**config.mk**
```make
export PLATFORM = sky130hd
export DESIGN_NAME = pbg_port
export DESIGN_NICKNAME = d
export VERILOG_FILES = /design/src/design/pbg_pkg.sv /design/src/design/pbg_edge_if.sv /design/src/design/pbg_sampler.sv /design/src/design/pbg_port.sv
export SDC_FILE = /design/constraint.sdc
export NUM_CORES = 1
export LEC_CHECK = 0
export BUFFER_PORTS_ARGS = -buffer_cell sky130_fd_sc_hd__buf_2
export CELL_PAD_IN_SITES_DETAIL_PLACEMENT = 1
export CELL_PAD_IN_SITES_GLOBAL_PLACEMENT = 1
export CORE_ASPECT_RATIO = 0.9
export CORE_MARGIN = 2
export CORE_UTILIZATION = 45
export CTS_CLUSTER_SIZE = 28
export DETAILED_ROUTE_END_ITERATION = 8
export HOLD_SLACK_MARGIN = 0.08
export PLACE_DENSITY = 0.91
export SLEW_MARGIN = 10
export SYNTH_ARGS = -nofsm -noshare
export SYNTH_HDL_FRONTEND = slang
export SYNTH_SLANG_ARGS = --single-unit
```
**constraint.sdc**
```tcl
create_clock -name i_clk -period 4.8 [get_ports i_clk]
set_input_delay 0.72 -clock i_clk [delete_from_list [all_inputs] [get_ports i_clk]]
set_output_delay 0.72 -clock i_clk [all_outputs]
set_load 0.005 [all_outputs]
```
**src/design/pbg_pkg.sv**
```systemverilog
// package of the sixteen-line port: register map, field layout, reset values, timing
// assumes a 125 MHz clock and a 32-bit AXI4-Lite register bus
package pbg_pkg;
   localparam int PORT_W = 16;
   localparam int IRQ_W = 8;
   localparam int ADDR_W = 8;
   localparam int DATA_W = 32;
   localparam int STRB_W = 4;
   localparam int TOP_LINE = 15;
   // ************************************
   // register byte offsets
   // ************************************
   localparam logic [ADDR_W-1:0] OFF_DIR = 8'h00;
   localparam logic [ADDR_W-1:0] OFF_DOUT = 8'h04;
   localparam logic [ADDR_W-1:0] OFF_DIN = 8'h08;
   localparam logic [ADDR_W-1:0] OFF_EDGE_SEL = 8'h0c;
   localparam logic [ADDR_W-1:0] OFF_IRQ_MASK = 8'h10;
   localparam logic [ADDR_W-1:0] OFF_IRQ_STAT = 8'h14;
   localparam logic [ADDR_W-1:0] OFF_OSC_STAT = 8'h18;
   // ************************************
   // reset values and fields
   // ************************************
   localparam logic [PORT_W-1:0] RST_DIR = 16'h0000;
   localparam logic [PORT_W-1:0] RST_DOUT = 16'h0000;
   localparam logic [IRQ_W-1:0] RST_EDGE_SEL = 8'h00;
   localparam logic [IRQ_W-1:0] RST_IRQ_MASK = 8'h00;
   localparam logic [IRQ_W-1:0] RST_IRQ_STAT = 8'h00;
   localparam logic [PORT_W-1:0] TOP_MASK = 16'h8000;
   localparam int OSC_LF_BIT = 0;
   localparam int OSC_DONE_BIT = 1;
   localparam logic [1:0] RESP_OKAY = 2'h0;
   localparam logic [1:0] RESP_SLVERR = 2'h2;
   // ************************************
   // strap capture timing
   // ************************************
   localparam logic [1:0] STRAP_SAMPLE_CNT = 2'h3;
endpackage

```
**src/design/pbg_edge_if.sv**
```systemverilog
// interface between the port core and its line sampler
// assumes both ends run on the same clock
`timescale 1ns/10ps
`default_nettype none
interface pbg_edge_if;
   import pbg_pkg::*;
   logic [PORT_W-1:0] pins_sync;
   logic [IRQ_W-1:0] edge_sel;
   logic [IRQ_W-1:0] dir_low;
   logic [IRQ_W-1:0] events;
   modport core (input pins_sync, input events, output edge_sel, output dir_low);
   modport det (output pins_sync, output events, input edge_sel, input dir_low);
endinterface
`default_nettype wire

```
**src/design/pbg_sampler.sv**
```systemverilog
// line sampler: two-flop synchroniser of all pins, edge detect on the low lines
// assumes pins are asynchronous to i_clk
`timescale 1ns/10ps
`default_nettype none
module pbg_sampler
   import pbg_pkg::*;
(
   input wire logic i_clk,
   input wire logic i_nrst,
   input wire logic [PORT_W-1:0] i_pin,
   pbg_edge_if.det edge_io
);
   logic [PORT_W-1:0] meta;
   logic [PORT_W-1:0] sync;
   logic [IRQ_W-1:0] prev;
   wire [IRQ_W-1:0] rise;
   wire [IRQ_W-1:0] fall;

   always_ff @(posedge i_clk or negedge i_nrst) begin
      if (!i_nrst) begin
         meta <= '0;
         sync <= '0;
         prev <= '0;
      end else begin
         meta <= i_pin;
         sync <= meta;
         prev <= sync[IRQ_W-1:0];
      end
   end

   assign rise = sync[IRQ_W-1:0] & ~prev;
   assign fall = ~sync[IRQ_W-1:0] & prev;
   assign edge_io.pins_sync = sync;
   // per-line polarity, inputs only
   assign edge_io.events = ((edge_io.edge_sel & rise) | (~edge_io.edge_sel & fall)) & ~edge_io.dir_low;
endmodule
`default_nettype wire

```
**src/design/pbg_port.sv**
```systemverilog
// sixteen-line general-purpose port with edge interrupts on the low eight lines
// assumes an AXI4-Lite master on i_clk and external pins wired to i_pin/o_pin/o_pin_oe
//
// Overview of operation
// - low eight lines, when inputs, raise an interrupt on a transition.
// - each low line selects rising or falling edge for its interrupt.
// - low eight lines also work as plain I/O with own direction bit.
// - next seven lines are plain I/O, each with own direction bit.
// - top line is plain I/O with own direction after the strap is taken.
// - after reset every line is an input with driver off.
// - pull-up on top line enabled during reset so open strap reads high.
// - strap low during reset selects low-frequency oscillator mode.
// - strap not low during reset selects default oscillator mode.
//
// Local design decisions: the address map and the AXI4-Lite register port.
`timescale 1ns/10ps
`default_nettype none
module pbg_port
   import pbg_pkg::*;
(
   input wire logic i_clk,
   input wire logic i_nrst,
   input wire logic [ADDR_W-1:0] i_awaddr,
   input wire logic i_awvalid,
   output logic o_awready,
   input wire logic [DATA_W-1:0] i_wdata,
   input wire logic [STRB_W-1:0] i_wstrb,
   input wire logic i_wvalid,
   output logic o_wready,
   output logic [1:0] o_bresp,
   output logic o_bvalid,
   input wire logic i_bready,
   input wire logic [ADDR_W-1:0] i_araddr,
   input wire logic i_arvalid,
   output logic o_arready,
   output logic [DATA_W-1:0] o_rdata,
   output logic [1:0] o_rresp,
   output logic o_rvalid,
   input wire logic i_rready,
   input wire logic [PORT_W-1:0] i_pin,
   output logic [PORT_W-1:0] o_pin,
   output logic [PORT_W-1:0] o_pin_oe,
   output logic o_top_pullup,
   output logic o_osc_low_freq,
   output logic o_irq
);
   // ************************************
   // helpers
   // ************************************
   function automatic logic [DATA_W-1:0] merge_strb(input logic [DATA_W-1:0] old_v,
                                                    input logic [DATA_W-1:0] new_v,
                                                    input logic [STRB_W-1:0] strb);
      logic [DATA_W-1:0] res;
      res = old_v;
      for (int b = 0; b < STRB_W; b++) begin
         if (strb[b]) begin
            res[b*8 +: 8] = new_v[b*8 +: 8];
         end
      end
      return res;
   endfunction

   function automatic logic is_word(input logic [ADDR_W-1:0] addr, input logic [ADDR_W-1:0] off);
      return addr[ADDR_W-1:2] == off[ADDR_W-1:2];
   endfunction

   // ************************************
   // state
   // ************************************
   logic [PORT_W-1:0] dir;
   logic [PORT_W-1:0] dout;
   logic [IRQ_W-1:0] edge_sel;
   logic [IRQ_W-1:0] irq_mask;
   logic [IRQ_W-1:0] irq_stat;
   logic [1:0] strap_cnt;
   logic strap_done;
   logic aw_full;
   logic w_full;
   logic [ADDR_W-1:0] aw_addr;
   logic [DATA_W-1:0] w_data;
   logic [STRB_W-1:0] w_strb;

   pbg_edge_if edge_io ();

   pbg_sampler u_sampler (
      .i_clk(i_clk),
      .i_nrst(i_nrst),
      .i_pin(i_pin),
      .edge_io(edge_io.det)
   );

   assign edge_io.edge_sel = edge_sel;
   assign edge_io.dir_low = dir[IRQ_W-1:0];

   // ************************************
   // write channel decode
   // ************************************
   wire aw_fire = i_awvalid & o_awready;
   wire w_fire = i_wvalid & o_wready;
   wire aw_have = aw_full | aw_fire;
   wire w_have = w_full | w_fire;
   wire do_write = aw_have & w_have & ~o_bvalid;
   wire [ADDR_W-1:0] wr_addr = aw_fire ? i_awaddr : aw_addr;
   wire [DATA_W-1:0] wr_data = w_fire ? i_wdata : w_data;
   wire [STRB_W-1:0] wr_strb = w_fire ? i_wstrb : w_strb;

   wire hit_w_dir = do_write & is_word(wr_addr, OFF_DIR);
   wire hit_w_dout = do_write & is_word(wr_addr, OFF_DOUT);
   wire hit_w_edge = do_write & is_word(wr_addr, OFF_EDGE_SEL);
   wire hit_w_mask = do_write & is_word(wr_addr, OFF_IRQ_MASK);
   wire hit_w_stat = do_write & is_word(wr_addr, OFF_IRQ_STAT);
   wire hit_w_ro = is_word(wr_addr, OFF_DIN) | is_word(wr_addr, OFF_OSC_STAT);
   wire wr_mapped = hit_w_dir | hit_w_dout | hit_w_edge | hit_w_mask | hit_w_stat | (do_write & hit_w_ro);

   wire [DATA_W-1:0] dir_merged = merge_strb({16'h0000, dir}, wr_data, wr_strb);
   wire [DATA_W-1:0] dout_merged = merge_strb({16'h0000, dout}, wr_data, wr_strb);
   wire [DATA_W-1:0] edge_merged = merge_strb({24'h000000, edge_sel}, wr_data, wr_strb);
   wire [DATA_W-1:0] mask_merged = merge_strb({24'h000000, irq_mask}, wr_data, wr_strb);
   wire [DATA_W-1:0] clr_merged = merge_strb('0, wr_data, wr_strb);
   wire [IRQ_W-1:0] stat_clr = hit_w_stat ? clr_merged[IRQ_W-1:0] : '0;

   wire [PORT_W-1:0] next_dir = hit_w_dir ? dir_merged[PORT_W-1:0] : dir;
   wire [PORT_W-1:0] next_dout = hit_w_dout ? dout_merged[PORT_W-1:0] : dout;
   wire [IRQ_W-1:0] next_edge_sel = hit_w_edge ? edge_merged[IRQ_W-1:0] : edge_sel;
   wire [IRQ_W-1:0] next_irq_mask = hit_w_mask ? mask_merged[IRQ_W-1:0] : irq_mask;

   // events before the sampler is primed are discarded
   wire [IRQ_W-1:0] events = strap_done ? edge_io.events : '0;
   // a new event wins over a clear in the same cycle
   wire [IRQ_W-1:0] next_irq_stat = (irq_stat & ~stat_clr) | events;
   // top line cannot drive until the strap is taken
   wire [PORT_W-1:0] drive_allow = strap_done ? {PORT_W{1'b1}} : ~TOP_MASK;

   wire next_aw_full = aw_have & ~do_write;
   wire next_w_full = w_have & ~do_write;
   wire next_bvalid = do_write | (o_bvalid & ~i_bready);

   // ************************************
   // read channel decode
   // ************************************
   wire ar_fire = i_arvalid & o_arready;
   wire next_rvalid = ar_fire | (o_rvalid & ~i_rready);
   wire rd_dir = is_word(i_araddr, OFF_DIR);
   wire rd_dout = is_word(i_araddr, OFF_DOUT);
   wire rd_din = is_word(i_araddr, OFF_DIN);
   wire rd_edge = is_word(i_araddr, OFF_EDGE_SEL);
   wire rd_mask = is_word(i_araddr, OFF_IRQ_MASK);
   wire rd_stat = is_word(i_araddr, OFF_IRQ_STAT);
   wire rd_osc = is_word(i_araddr, OFF_OSC_STAT);
   wire rd_mapped = rd_dir | rd_dout | rd_din | rd_edge | rd_mask | rd_stat | rd_osc;
   wire [DATA_W-1:0] osc_lf_word = DATA_W'(o_osc_low_freq) << OSC_LF_BIT;
   wire [DATA_W-1:0] osc_done_word = DATA_W'(strap_done) << OSC_DONE_BIT;
   wire [DATA_W-1:0] osc_word = osc_lf_word | osc_done_word;
   wire [DATA_W-1:0] rd_word =
      ({DATA_W{rd_dir}} & {16'h0000, dir}) |
      ({DATA_W{rd_dout}} & {16'h0000, dout}) |
      ({DATA_W{rd_din}} & {16'h0000, edge_io.pins_sync}) |
      ({DATA_W{rd_edge}} & {24'h000000, edge_sel}) |
      ({DATA_W{rd_mask}} & {24'h000000, irq_mask}) |
      ({DATA_W{rd_stat}} & {24'h000000, irq_stat}) |
      ({DATA_W{rd_osc}} & osc_word);

   // ************************************
   // bus slave registers
   // ************************************
   always_ff @(posedge i_clk or negedge i_nrst) begin
      if (!i_nrst) begin
         aw_full <= 1'b0;
      end else begin
         aw_full <= next_aw_full;
      end
   end

   always_ff @(posedge i_clk or negedge i_nrst) begin
      if (!i_nrst) begin
         w_full <= 1'b0;
      end else begin
         w_full <= next_w_full;
      end
   end

   always_ff @(posedge i_clk or negedge i_nrst) begin
      if (!i_nrst) begin
         aw_addr <= '0;
      end else if (aw_fire) begin
         aw_addr <= i_awaddr;
      end
   end

   always_ff @(posedge i_clk or negedge i_nrst) begin
      if (!i_nrst) begin
         w_data <= '0;
         w_strb <= '0;
      end else if (w_fire) begin
         w_data <= i_wdata;
         w_strb <= i_wstrb;
      end
   end

   // each ready drops while its own half is held or the response waits
   always_ff @(posedge i_clk or negedge i_nrst) begin
      if (!i_nrst) begin
         o_awready <= 1'b0;
         o_wready <= 1'b0;
      end else begin
         o_awready <= ~next_aw_full & ~next_bvalid;
         o_wready <= ~next_w_full & ~next_bvalid;
      end
   end

   always_ff @(posedge i_clk or negedge i_nrst) begin
      if (!i_nrst) begin
         o_bvalid <= 1'b0;
      end else begin
         o_bvalid <= next_bvalid;
      end
   end

   always_ff @(posedge i_clk or negedge i_nrst) begin
      if (!i_nrst) begin
         o_bresp <= RESP_OKAY;
      end else if (do_write) begin
         o_bresp <= wr_mapped ? RESP_OKAY : RESP_SLVERR;
      end
   end

   always_ff @(posedge i_clk or negedge i_nrst) begin
      if (!i_nrst) begin
         o_arready <= 1'b0;
         o_rvalid <= 1'b0;
         o_rdata <= '0;
         o_rresp <= RESP_OKAY;
      end else begin
         o_arready <= ~next_rvalid;
         o_rvalid <= next_rvalid;
         if (ar_fire) begin
            o_rdata <= rd_word;
            o_rresp <= rd_mapped ? RESP_OKAY : RESP_SLVERR;
         end
      end
   end

   // ************************************
   // port registers
   // ************************************
   always_ff @(posedge i_clk or negedge i_nrst) begin
      if (!i_nrst) begin
         dir <= RST_DIR;
      end else begin
         dir <= next_dir;
      end
   end

   always_ff @(posedge i_clk or negedge i_nrst) begin
      if (!i_nrst) begin
         dout <= RST_DOUT;
      end else begin
         dout <= next_dout;
      end
   end

   always_ff @(posedge i_clk or negedge i_nrst) begin
      if (!i_nrst) begin
         edge_sel <= RST_EDGE_SEL;
      end else begin
         edge_sel <= next_edge_sel;
      end
   end

   always_ff @(posedge i_clk or negedge i_nrst) begin
      if (!i_nrst) begin
         irq_mask <= RST_IRQ_MASK;
      end else begin
         irq_mask <= next_irq_mask;
      end
   end

   always_ff @(posedge i_clk or negedge i_nrst) begin
      if (!i_nrst) begin
         irq_stat <= RST_IRQ_STAT;
      end else begin
         irq_stat <= next_irq_stat;
      end
   end

   always_ff @(posedge i_clk or negedge i_nrst) begin
      if (!i_nrst) begin
         o_pin <= RST_DOUT;
      end else begin
         o_pin <= next_dout;
      end
   end

   always_ff @(posedge i_clk or negedge i_nrst) begin
      if (!i_nrst) begin
         o_pin_oe <= RST_DIR;
      end else begin
         o_pin_oe <= next_dir & drive_allow;
      end
   end

   always_ff @(posedge i_clk or negedge i_nrst) begin
      if (!i_nrst) begin
         o_irq <= 1'b0;
      end else begin
         o_irq <= |(next_irq_stat & next_irq_mask);
      end
   end

   // ************************************
   // strap capture
   // ************************************
   // pull-up stays on through reset and until the synchronised level is taken
   wire strap_take = ~strap_done & (strap_cnt == STRAP_SAMPLE_CNT);
   wire [1:0] next_strap_cnt = (strap_done | strap_take) ? strap_cnt : strap_cnt + 2'h1;

   always_ff @(posedge i_clk or negedge i_nrst) begin
      if (!i_nrst) begin
         strap_cnt <= '0;
      end else begin
         strap_cnt <= next_strap_cnt;
      end
   end

   always_ff @(posedge i_clk or negedge i_nrst) begin
      if (!i_nrst) begin
         strap_done <= 1'b0;
      end else begin
         strap_done <= strap_done | strap_take;
      end
   end

   always_ff @(posedge i_clk or negedge i_nrst) begin
      if (!i_nrst) begin
         o_top_pullup <= 1'b1;
      end else begin
         o_top_pullup <= o_top_pullup & ~strap_take;
      end
   end

   always_ff @(posedge i_clk or negedge i_nrst) begin
      if (!i_nrst) begin
         o_osc_low_freq <= 1'b0;
      end else if (strap_take) begin
         o_osc_low_freq <= ~edge_io.pins_sync[TOP_LINE];
      end
   end
endmodule
`default_nettype wire

```
After elaboration in Yosys (flattened, before gate mapping):

Cells that the tools add are included.

* word-level logic and storage cells: 139
* input port bits: 75
* output and inout bits: 76
* register bits after elaboration: 187

* eq/ne operators: 13
* muxes and demuxes: 14
* reduce and logical (&&, ||, !) cells: 6
* add/sub/neg operators: 1
* bitwise logic cells: 76

Operators with widths (number)
* bitwise OR 32 bit: 6
* bitwise AND 32 x 16 -> 32 bit: 3
* bitwise AND 32 x 8 -> 32 bit: 3
* 2-to-1 mux 8 bit: 8
* bitwise AND 8 bit: 7
* 2-to-1 mux 16 bit: 3
* inverter 8 bit: 5
* == test 6 x 3 -> 1 bit, second input constant: 6
* bitwise AND 32 x 2 -> 32 bit: 1
* == test 6 x 2 -> 1 bit, second input constant: 4
* bitwise AND 1 bit: 19
* bitwise OR 1 bit: 17
* bitwise AND 16 bit: 1
* bitwise OR 8 bit: 2
* == test 6 x 1 -> 1 bit, second input constant: 2
* logical NOT 6 bit: 2
* inverter 1 bit: 11
* OR reduction 8 bit: 1
* 2-to-1 mux 2 bit: 3
* AND reduction 2 bit: 3
* adder 2 x 1 -> 2 bit, second input constant: 1
* == test 2 bit, second input constant: 1
* bitwise OR 1 x 2 -> 2 bit: 1

Longest topological paths before layout:

Gate-level depths: netlist of run 1.

* word-level depth: 11
* mapped depth: 8
* depth with buffers taken out: 8

Cells and area by module:

A second synthesis of run 1 with hierarchy kept.

* cell total of the unflattened synthesis: 527
* area, all modules: 6288.5 um2

Modules (own cells, without submodules)
* pbg_port: area an instance 5117.4 um2, cells an instance 463, seq. area each 2803.9 um2, times used 1
* pbg_sampler: area an instance 1171.1 um2, cells an instance 64, seq. area each 1001.0 um2, times used 1

Worst setup path before layout of run 1:

OpenSTA, ideal clock, no wires.

* path type: in2reg
* start: input i_awvalid
* end: register o_irq
* setup time: 0.135 ns
* arrival: 2.239 ns
* stages on the path: 7
* slack: 2.427 ns
* path through: a2111o_1 > o41ai_4 > nand3_4 > nor2_8 > mux2_2 > a22oi_1 > nand4_1

RTL lines
* start, declared: RTL line pbg_port.sv:24 `input wire logic i_awvalid,`
* bitwise AND 1 bit *: RTL line pbg_port.sv:98 `wire aw_fire = i_awvalid & o_awready;`
* bitwise OR 1 bit: RTL line pbg_port.sv:100 `wire aw_have = aw_full | aw_fire;`
* bitwise AND 1 bit (2 in series): RTL line pbg_port.sv:102 `wire do_write = aw_have & w_have & ~o_bvalid;`
* bitwise AND 1 bit *: RTL line pbg_port.sv:110 `wire hit_w_mask = do_write & is_word(wr_addr, OFF_IRQ_MASK);`
* 2-to-1 mux 8 bit *: RTL line pbg_port.sv:125 `wire [IRQ_W-1:0] next_irq_mask = hit_w_mask ? mask_merged[IRQ_W-1:0] : irq_mask;`
* via next_irq_mask[3]: RTL line pbg_port.sv:125
* bitwise AND 8 bit *: RTL line pbg_port.sv:306 `o_irq <= |(next_irq_stat & next_irq_mask);`
* OR reduction 8 bit *: RTL line pbg_port.sv:306
* end signal, assigned: RTL line pbg_port.sv:306
* end, declared: RTL line pbg_port.sv:45 `output logic o_irq`

The timed path passes the listed nets; every way through them passes the cells marked *.
A chain may end at the register's enable or synchronous reset.

Worst setup path after layout of run 1:

* start: register o_wready
* end: register o_irq

RTL lines
* start, declared: RTL line pbg_port.sv:29 `output logic o_wready,`
* start signal, assigned: RTL line pbg_port.sv:207 `o_wready <= ~next_w_full & ~next_bvalid;`
* bitwise AND 1 bit: RTL line pbg_port.sv:99 `wire w_fire = i_wvalid & o_wready;`
* 2-to-1 mux 2 bit
* via wr_strb[0]: RTL line pbg_port.sv:105 `wire [STRB_W-1:0] wr_strb = w_fire ? i_wstrb : w_strb;`
* 2-to-1 mux 8 bit: RTL line pbg_port.sv:56 `if (strb[b]) begin`
* 2-to-1 mux 8 bit: RTL line pbg_port.sv:125
* via next_irq_mask[3]: RTL line pbg_port.sv:125
* bitwise AND 8 bit: RTL line pbg_port.sv:306
* OR reduction 8 bit: RTL line pbg_port.sv:306

The timed path passes the listed nets, and every way through them passes these cells.

==> results of run 1 <==
==> registers in the layout, summed over array words and instances, names as in the netlist, 2 cells and up <==
signal	cells
irq_mask	8
o_rdata	16
aw_addr	6
u_sampler.meta	16
w_data	16
dir	16
u_sampler.edge_io.pins_sync	16
u_sampler.prev	8
irq_stat	8
edge_io.edge_sel	8
strap_cnt	2
o_pin	16
w_strb	2
==> worst reg2reg max path: cells and delay by family, from the launching register on <==
kind	cells	cell delay (ps)
simple gates	4	1160
mux	2	740
flops	1	400
compound gates	1	290
==> how the worst max path moves through the flow <==
stage               slack, ps           end       from
detailed placement       1760         o_irq   i_wvalid
floorplan                2430         o_irq  i_awvalid
global route             1940         o_irq   o_wready
finish                   2070         o_irq   o_wready
global placement         1840  o_pin_oe[15]   i_wvalid
CTS                      2100         o_irq   o_wready
==> cell families after synthesis <==
family | Yosys count
AO/OA/AOI/OAI | 114
other | 1
AND/OR/NAND/NOR | 137
multiplexers | 54
adder cells (fa/ha/maj) | 1
flip-flops | 152
XOR/XNOR | 1
buffers and inverters | 70
==> cell type report <==
class                           instances  share of cell area, %
Sequential cell                       152                   50.7
Inverter                               21                   1.05
Antenna cell                            1                 0.0333
Tap cell                              168                   2.80
Clock inverter                         11                   3.20
Multi-Input combinational cell        325                   28.3
Clock buffer                           21                   6.27
Timing Repair Buffer                  112                   7.62
==> synthesized netlist by cell type (3+ instances only) <==
cell / number
mux2_1: 3
dfrtp_1: 151
nor2b_1: 6
a22oi_1: 11
nor2_1: 38
a21oi_1: 34
mux2i_1: 28
a221oi_1: 6
o21ai_1: 21
buf_4: 33
clkbuf_1: 7
mux2_4: 3
a22o_1: 8
inv_1: 19
nor2_2: 5
nand2b_1: 8
mux2_2: 18
o31ai_1: 8
nand2_1: 47
buf_2: 7
o21ai_0: 19
nand3b_1: 14
==> routing by layer <==
metal	part of all wire, %	global-route usage [%]	up-vias
met1	41	30.3	2319
li1	-	-	1987
met2	50	40.8	191
met5	0	0	-
met4	2.6	10.6	0
met3	6.6	7.85	42
==> power by group through the flow <==
stage / Combinational [mW] / Sequential [mW] / Clock, mW
2_1_floorplan: 0.632 / 1.73 / 0
3_3_place_gp: 0.832 / 1.75 / 0
3_5_place_dp: 0.902 / 1.78 / 0
4_1_cts: 0.932 / 1.78 / 1.63
5_1_grt: 1.02 / 1.81 / 1.68
6_report: 0.931 / 1.78 / 1.60
==> per-stage QoR <==
stage                     power [mW]  util, %
after floorplan                 2.36        -
after global placement          2.59     50.5
final                           4.31     55.8
after global routing            4.51     55.7
after detailed placement        2.69     50.5
after CTS                       4.33     55.7
==> qor.yml, run 1 <==
synthesis.area_um2: 6260
power_switching_mw: 1.29
place.gp.congestion: 0.858
required_ps: 5090
synthSimpleGateAreaFrac_pct: 11.5
crit_slowest_cell: "nand2_2"
coreArea_um2: 13500
area_growth_pct: 19.8
worst_slack_ps: 2070
worstSetupPathType: "reg2reg"
finalCritPeriodShare_pct: 56.8
die_h_um: 116
intPower_mw: 3.02
finalSetupTns_ps: 0
drc: 0
clock_sinks: 152
cts_buffer_depth: 2
syn_area_per_cell_um2: 11.8
tightestPinTransition_ps: 1110
fp.dieW_um: 128
clkTransAtPathRegs_ps: 60
yosysTopAreaCell: "dfrtp_1"
muxShareOfSynthArea_pct: 9.69
slowest_delay_ps: 520
arrival_ps: 3020
r2r-end: "o_irq"
finalHoldViolCount: 0
synthAdderAreaFrac_pct: 0.200
initial_utilization_pct: 46.5
cts_tree: "built"
dr.pass1.iters: 5
cp_common_cell: "mux2_2"
swShare_pct: 30.0
synth_edf_count: 0
yosysUniqueCellTypes: 51
gr-total-overflow: 0
numCtsBuffers: 17
r2r_slack_ps: 2070
cp-end-kind: "flop"
rows: 40
seq_area_um2: 3800
synth_area_leaders: "dfrtp_1 60%, mux2i_1 4.5%, buf_4 4.0%"
final_common_cell: "dfrtp_1"
seqPwrFrac_pct: 41.3
seq_area_frac_synth_pct: 60.7
fill_cells: 1414
slew_viol_final: 0
drt_wl_total_mm: 17.4
via_per_inst: 5.60
final_area_um2: 7510
clock_latency_ps: 430
post_cts_buffers: 0
ys_warn_count: 0
ant_nets: 0
post-dp-hpwl_mm: 11.3
grt_pass1_wl_mm: 27.2
status: "completed"
p_comb_share_pct: 21.6
dp_cells: 778
die_area_um2: 14900
path_depth: 7
grt_usage_pct: 24.7
cts-root-buf: "clkbuf_16"
ys.flop_type: "dfrtp_1"
antenna_found_initial: 1
synthCells: 530
clock_power_share_pct: 37.1
slew_headroom_pct: 25.6
path_max_fanout: 18
synth-compound-area-share_pct: 11.4
ios: 151
ir_worst_vdd_mv: 0.330
via_count: 4539
grt_pass1_vias: 5020
num-nets-final: 705
place_ws_ps: 1760
ctsHoldBuffers: 0
place_area_um2: 6790
fmax_ghz: 0.367
path_buf_inv: 0
synth_top_area_share_pct: 60.3
cts_resized: 0
drt_iter0_markers: 297
p_leak_nw: 3.69
multi_input_area_um2: 2130
rsz0062_at_grt: "no"
min_path_type: "in2async"
htreeDepth: 4
reg2reg_depth: 7
setup_viol: 0
drive_gt1_share_pct: 28.8
final_cell_mix: "151 x dfrtp_1, 109 x buf_2, 47 x nand2_1"
wire_per_inst_um: 21.5
portBuffers: 110
synthArstFlopShare_pct: 100
cp_cell_sequence: "nand2_2 > mux2_2 > nand3_4 > nor2_8 > mux2_2 > a22oi_1 > nand4_1"
synth_top_family_by_area: "simple AND/OR/NAND/NOR gates"
fin_cells: 811
hold_ws_ps: 262
p_per_area_nw_per_um2: 574
cp_top_family: "simple AND/OR/NAND/NOR gates"
synth_xor_area_share_pct: 0.140
grt_max_degree: 61
finalCriticalPeriod_ps: 2730
synth-seq-cells: 152
reg2reg_from: "o_wready"
maxCapViolCount: 0
skew_ps: 10.8
start_kind: "flop"
(Power assumes the default switching activity.)
==> run 2: changes to the inputs <==
CORE_UTILIZATION = 38   (was 45)
PLACE_DENSITY = 0.82   (was 0.91)
clock period = 2.2 ns   (was 4.8 ns; I/O delays follow)
==> run 2 against run 1 <==
Non-clock buffer count grew 53; combinational power rose to 2.5 times the previous value; critical path type unchanged; register-to-register slack worse by 2000 ps; highest routed layer unchanged.
==> qor.yml, run 2 (synthesis results as in run 1) <==
status: "completed"
die_h_um: 126  # +8.5%
crit_path_start: "o_awready"
drc: 0  # unchanged
path_max_fanout: 8  # -10
final_common_cell: "dfrtp_1"
via_count: 4606  # +1.5%
diodes: 0  # -1
portBuffers: 110  # unchanged
slew_headroom_pct: 63.9  # +38 points
grt_pass1_wl_mm: 28.1  # +3.5%
power_switching_mw: 2.89  # +120%
finalSetupTns_ps: 0  # unchanged
antenna_found_initial: 0  # -1
wire_per_inst_um: 19.3  # -10%
cts-root-buf: "clkbuf_16"
clkTransAtPathRegs_ps: 60  # about the same
p_comb_share_pct: 25.3  # +3.7 points
drt_wl_total_mm: 17.4  # +0.10%
finalHoldViolCount: 0  # unchanged
slew_viol_final: 0  # unchanged
required_ps: 2500  # -2590 ps
fp.dieW_um: 139  # +8.5%
ios: 151  # unchanged
coreArea_um2: 16100  # +20%
reg2reg_from: "o_awready"
place.gp.congestion: 0.856  # -0.22%
cts_buffer_depth: 2  # unchanged
via_per_inst: 5.11  # -8.8%
start_kind: "flop"
drive_gt1_share_pct: 32.9  # +4.1 points
slowest_delay_ps: 430  # -90 ps
htreeDepth: 4  # unchanged
die_area_um2: 17500  # +18%
cts_tree: "built"
tightestPinTransition_ps: 542  # -565 ps
finalCritPeriodShare_pct: 96.4  # +40 points
post-dp-hpwl_mm: 12.1  # +7.5%
finalCriticalPeriod_ps: 2120  # -606 ps
final_area_um2: 7980  # +6.3%
r2r_slack_ps: 80  # -1990 ps
worstSetupPathType: "reg2reg"
num-nets-final: 758  # +7.5%
crit_slowest_cell: "dfrtp_1"
cp_cell_sequence: "nand2_4 > mux2i_4 > nand3_4 > nor2_8 > mux2_2 > a22oi_1 > nand4_1"
clock_sinks: 152  # unchanged
numCtsBuffers: 17  # unchanged
grt_pass1_vias: 5161  # +2.8%
swShare_pct: 31.4  # +1.3 points
setup_viol: 0  # unchanged
p_leak_nw: 3.89  # +5.5%
clock_latency_ps: 430  # about the same
fmax_ghz: 0.471  # +29%
drt_iter0_markers: 180  # -39%
arrival_ps: 2420  # -600 ps
grt_usage_pct: 20.9  # -3.9 points
hold_start: "i_rready"
area_growth_pct: 27.3
gr-total-overflow: 0  # unchanged
min_path_type: "in2reg"
intPower_mw: 6.32  # +110%
clock_power_share_pct: 32.6  # -4.5 points
cp_top_family: "multiplexers"
rows: 44  # +10%
path_buf_inv: 0  # unchanged
place_area_um2: 7110  # +4.6%
final_cell_mix: "151 x dfrtp_1, 109 x buf_2, 47 x nand2_1"
grt_max_degree: 48  # -21%
initial_utilization_pct: 38.8  # -7.7 points
dr.pass1.iters: 4  # -1
ant_nets: 0  # unchanged
cp-end-kind: "flop"
p_per_area_nw_per_um2: 1150  # +100%
fin_total_pwr_mw: 9.20  # +110%
skew_ps: 9.27  # -1.48 ps
maxCapViolCount: 0  # unchanged
ir_worst_vdd_mv: 0.677  # +110%
seqPwrFrac_pct: 42.1  # +0.8 points
## run 2: cell types whose count changed in the layout (fill, tap and decap cells not counted), sizes merged
cell | before | now
buf | 112 | 148
bufinv | 7 | 3
clkbuf | 21 | 18
clkinv | 2 | 7
clkinvlp | 1 | 2
diode | 1 | 0
dlygate4sd3 | 0 | 17
inv | 22 | 23
## run 2: stage by stage
step	cells	setup WS (ps)	hold WS [ps]	util (%)
after floorplan	547	146	34.4	-
after global placement	849	10.3	288	44.1
after detailed placement	849	-61.3	294	44.1
after CTS	898	19.0	124	49.0
after global routing	902	-0.177	156	49.5
final	902	78.3	155	49.5
## run 2: worst paths after layout
path,cells past startpoint,end
max,7,o_irq
min,2,o_rvalid
max reg2reg,7,o_irq
min reg2reg,0,u_sampler.edge_io.pins_sync[10]
max in group asynchronous,3,aw_addr[7]
min in group asynchronous,2,dir[10]
## run 2: worst reg2reg max path: cells and delay by family (launching register included)
family	cells	cell delay, ps
multiplexers	2	700
AND/OR/NAND/NOR	4	680
flip-flops	1	430
AO/OA/AOI/OAI	1	180
## run 2: cell type report
type                    count  area [um^2]
fillers                  1731         8150
inverters                  21         78.8
well taps                 207          259
repair buffers            165         1040
clock inverters            14          173
clock buffers              18          439
multi-input cells         325         2190
flip-flops and latches    152         3800
## run 2: power groups by stage
stage | clock network (mW) | registers, mW | logic [mW]
finish | 3.00 | 3.88 | 2.33
global route | 3.19 | 3.96 | 2.56
CTS | 3.06 | 3.88 | 2.27
detailed placement | 0 | 3.91 | 2.17
global placement | 0 | 3.84 | 2.04
floorplan | 0 | 3.77 | 1.38
## run 2: layer usage
metal | up-vias | global-route usage [%] | share of wire [%]
li1 | 2084 | - | -
met1 | 2348 | 25.4 | 40
met2 | 140 | 35.6 | 52
met3 | 34 | 5.63 | 5.4
met4 | 0 | 7.84 | 2.5
met5 | - | 0 | 0
## run 2: timing repair
action                                  in CTS  in global routing
hold buffers                                17                  0
gates cloned                                 0                  0
resized for setup                            3                  8
setup buffers                                0                  4
endpoints found under the setup margin       1                  1
pin swaps                                    0                  2
hold endpoints to repair                    58                  0
==> run 3: changes to the inputs <==
CELL_PAD_IN_SITES_DETAIL_PLACEMENT = 0   (was 1)
GPL_ROUTABILITY_DRIVEN = 0   (was unset)
==> run 3 against run 2 <==
Count of clock-buffer cells in the layout fell by 1; flip-flop and latch count did not move; cell count did not move; routed wire length fell by 14%; clock skew rose by 3.2 ps; core utilization fell by 0.19 points; maximum frequency fell by 0.50%; sequential power fell by 1%; design area fell by 0.39%; register-to-register slack barely moved.
==> qor.yml, run 3 (synthesis results as in run 1) <==
gr-total-overflow: 0  # unchanged
numCtsBuffers: 17  # unchanged
die_h_um: 126  # unchanged
slew_headroom_pct: 62.5  # -1.4 points
dr.pass1.iters: 4  # unchanged
p_per_area_nw_per_um2: 1130  # -2.1%
clock_sinks: 152  # unchanged
place_ws_ps: -0.718  # +60.6 ps
drive_gt1_share_pct: 32.4  # -0.58 points
grt_usage_pct: 17.7  # -3.1 points
num-nets-final: 758  # unchanged
min_path_type: "in2reg"
drt_wl_total_mm: 15.0  # -14%
drt_iter0_markers: 305  # +69%
power_switching_mw: 2.80  # -3.1%
coreArea_um2: 16100  # unchanged
via_count: 4448  # -3.4%
finalCritPeriodShare_pct: 96.9  # +0.49 points
grt_pass1_vias: 4618  # -11%
antenna_found_initial: 0  # unchanged
clock_latency_ps: 420  # about the same
fp.dieW_um: 139  # unchanged
slew_viol_final: 0  # unchanged
setup_viol: 0  # unchanged
portBuffers: 110  # unchanged
fill_cells: 1433  # -17%
required_ps: 2490  # about the same
arrival_ps: 2420  # about the same
tightestPinTransition_ps: 563  # +21.0 ps
die_area_um2: 17500  # unchanged
final_cell_mix: "151 x dfrtp_1, 109 x buf_2, 47 x nand2_1"
p_comb_share_pct: 24.8  # -0.5 points
fmax_ghz: 0.469  # -0.50%
post-route-util_pct: 49.3  # -0.19 points
post-dp-hpwl_mm: 10.8  # -11%
drc: 0  # unchanged
final_common_cell: "dfrtp_1"
p_leak_nw: 3.87  # -0.65%
cts_buffer_depth: 2  # unchanged
intPower_mw: 6.18  # -2.1%
cts_tree: "built"
htreeDepth: 4  # unchanged
finalCriticalPeriod_ps: 2130  # +10.8 ps
finalHoldViolCount: 0  # unchanged
cts-root-buf: "clkbuf_16"
diodes: 0  # unchanged
worst_slack_ps: 67.5  # -10.8 ps
dp_cells: 849  # unchanged
grt_pass1_wl_mm: 24.2  # -14%
fin_cells: 902  # unchanged
status: "completed"
ios: 151  # unchanged
cp-end-kind: "flop"
wire_per_inst_um: 16.6  # -14%
clkTransAtPathRegs_ps: 60  # about the same
initial_utilization_pct: 38.8  # unchanged
maxCapViolCount: 0  # unchanged
via_per_inst: 4.93  # -3.4%
swShare_pct: 31.1  # -0.23 points
hold_ws_ps: 133  # -21.9 ps
rows: 44  # unchanged
skew_ps: 12.4  # +3.15 ps
seqPwrFrac_pct: 42.8  # +0.7 points
clock_power_share_pct: 32.4  # -0.2 points
area_growth_pct: 26.8
start_kind: "flop"
ant_nets: 0  # unchanged
grt_max_degree: 48  # unchanged
worstSetupPathType: "reg2reg"
ir_worst_vdd_mv: 0.644  # -4.9%
path_max_fanout: 8  # unchanged
==> run 3: cell types whose count changed in the layout (fill, tap and decap cells not counted), moves of 2 or more <==
cell / delta
o31ai_1: +2
clkinv_2: -3
o31ai_2: -2
clkinvlp_4: +3
inv_6: +3
==> run 3: worst paths after layout <==
kind,slack [ps],endpoint,cells past startpoint,from
max in group asynchronous,1050,o_pin[15],3,i_nrst
worst max register to register,70,o_irq,7,o_awready
worst min register to register,350,u_sampler.edge_io.pins_sync[15],0,u_sampler.meta[15]
worst max-delay path,70,o_irq,7,o_awready
min in group asynchronous,400,o_pin[10],2,i_nrst
worst min-delay path,130,o_rvalid,2,i_rready
==> run 3: cell type report <==
type | count | area [um^2] | share of cell area, %
clock buffers | 17 | 425 | 5.35
clock inverters | 15 | 168 | 2.11
inverters | 21 | 78.8 | 0.992
multi-input cells | 325 | 2170 | 27.3
flip-flops and latches | 152 | 3800 | 47.9
well taps | 207 | 259 | 3.26
repair buffers | 165 | 1040 | 13.1
==> run 3: timing repair <==
| action | CTS | global route |
|---|---|---|
| endpoints found under the hold margin | 58 | 0 |
| setup buffers | 0 | 4 |
| setup endpoints to repair | 0 | 1 |
| resized for setup | 0 | 7 |
| hold buffers | 17 | 0 |
==> run 3: metal layers <==
layer | track usage (%) | wire length (um)
met1 | 23.2 | 6740
met2 | 29.0 | 7320
met3 | 4.79 | 720
met4 | 5.53 | 209
met5 | 0 | 0
==> run 3: power by group through the flow <==
stage,Sequential (mW),Clock (mW),Combinational (mW)
floorplan,3.77,0,1.38
global placement,3.84,0,2.04
detailed placement,3.89,0,2.12
CTS,3.84,2.96,2.15
global route,3.93,3.09,2.48
finish,3.84,2.91,2.23
==> run 3: critical path, stage by stage (launching register included) <==
cell and delay (ps):
dfrtp_1 440, a2111o_1 430, o41ai_4 90, nand3_4 150
nor2_8 210, mux2_1 370, a22oi_1 200, nand4_1 110
==> run 3: metrics by stage <==
step	power [mW]	instance area (um^2)	setup TNS (ps)
after floorplan	5.15	6330	0
after global placement	5.88	7110	0
after detailed placement	6.00	7110	-0.718
after CTS	8.95	7870	0
after global routing	9.49	7950	-19.0
final	8.98	7950	0
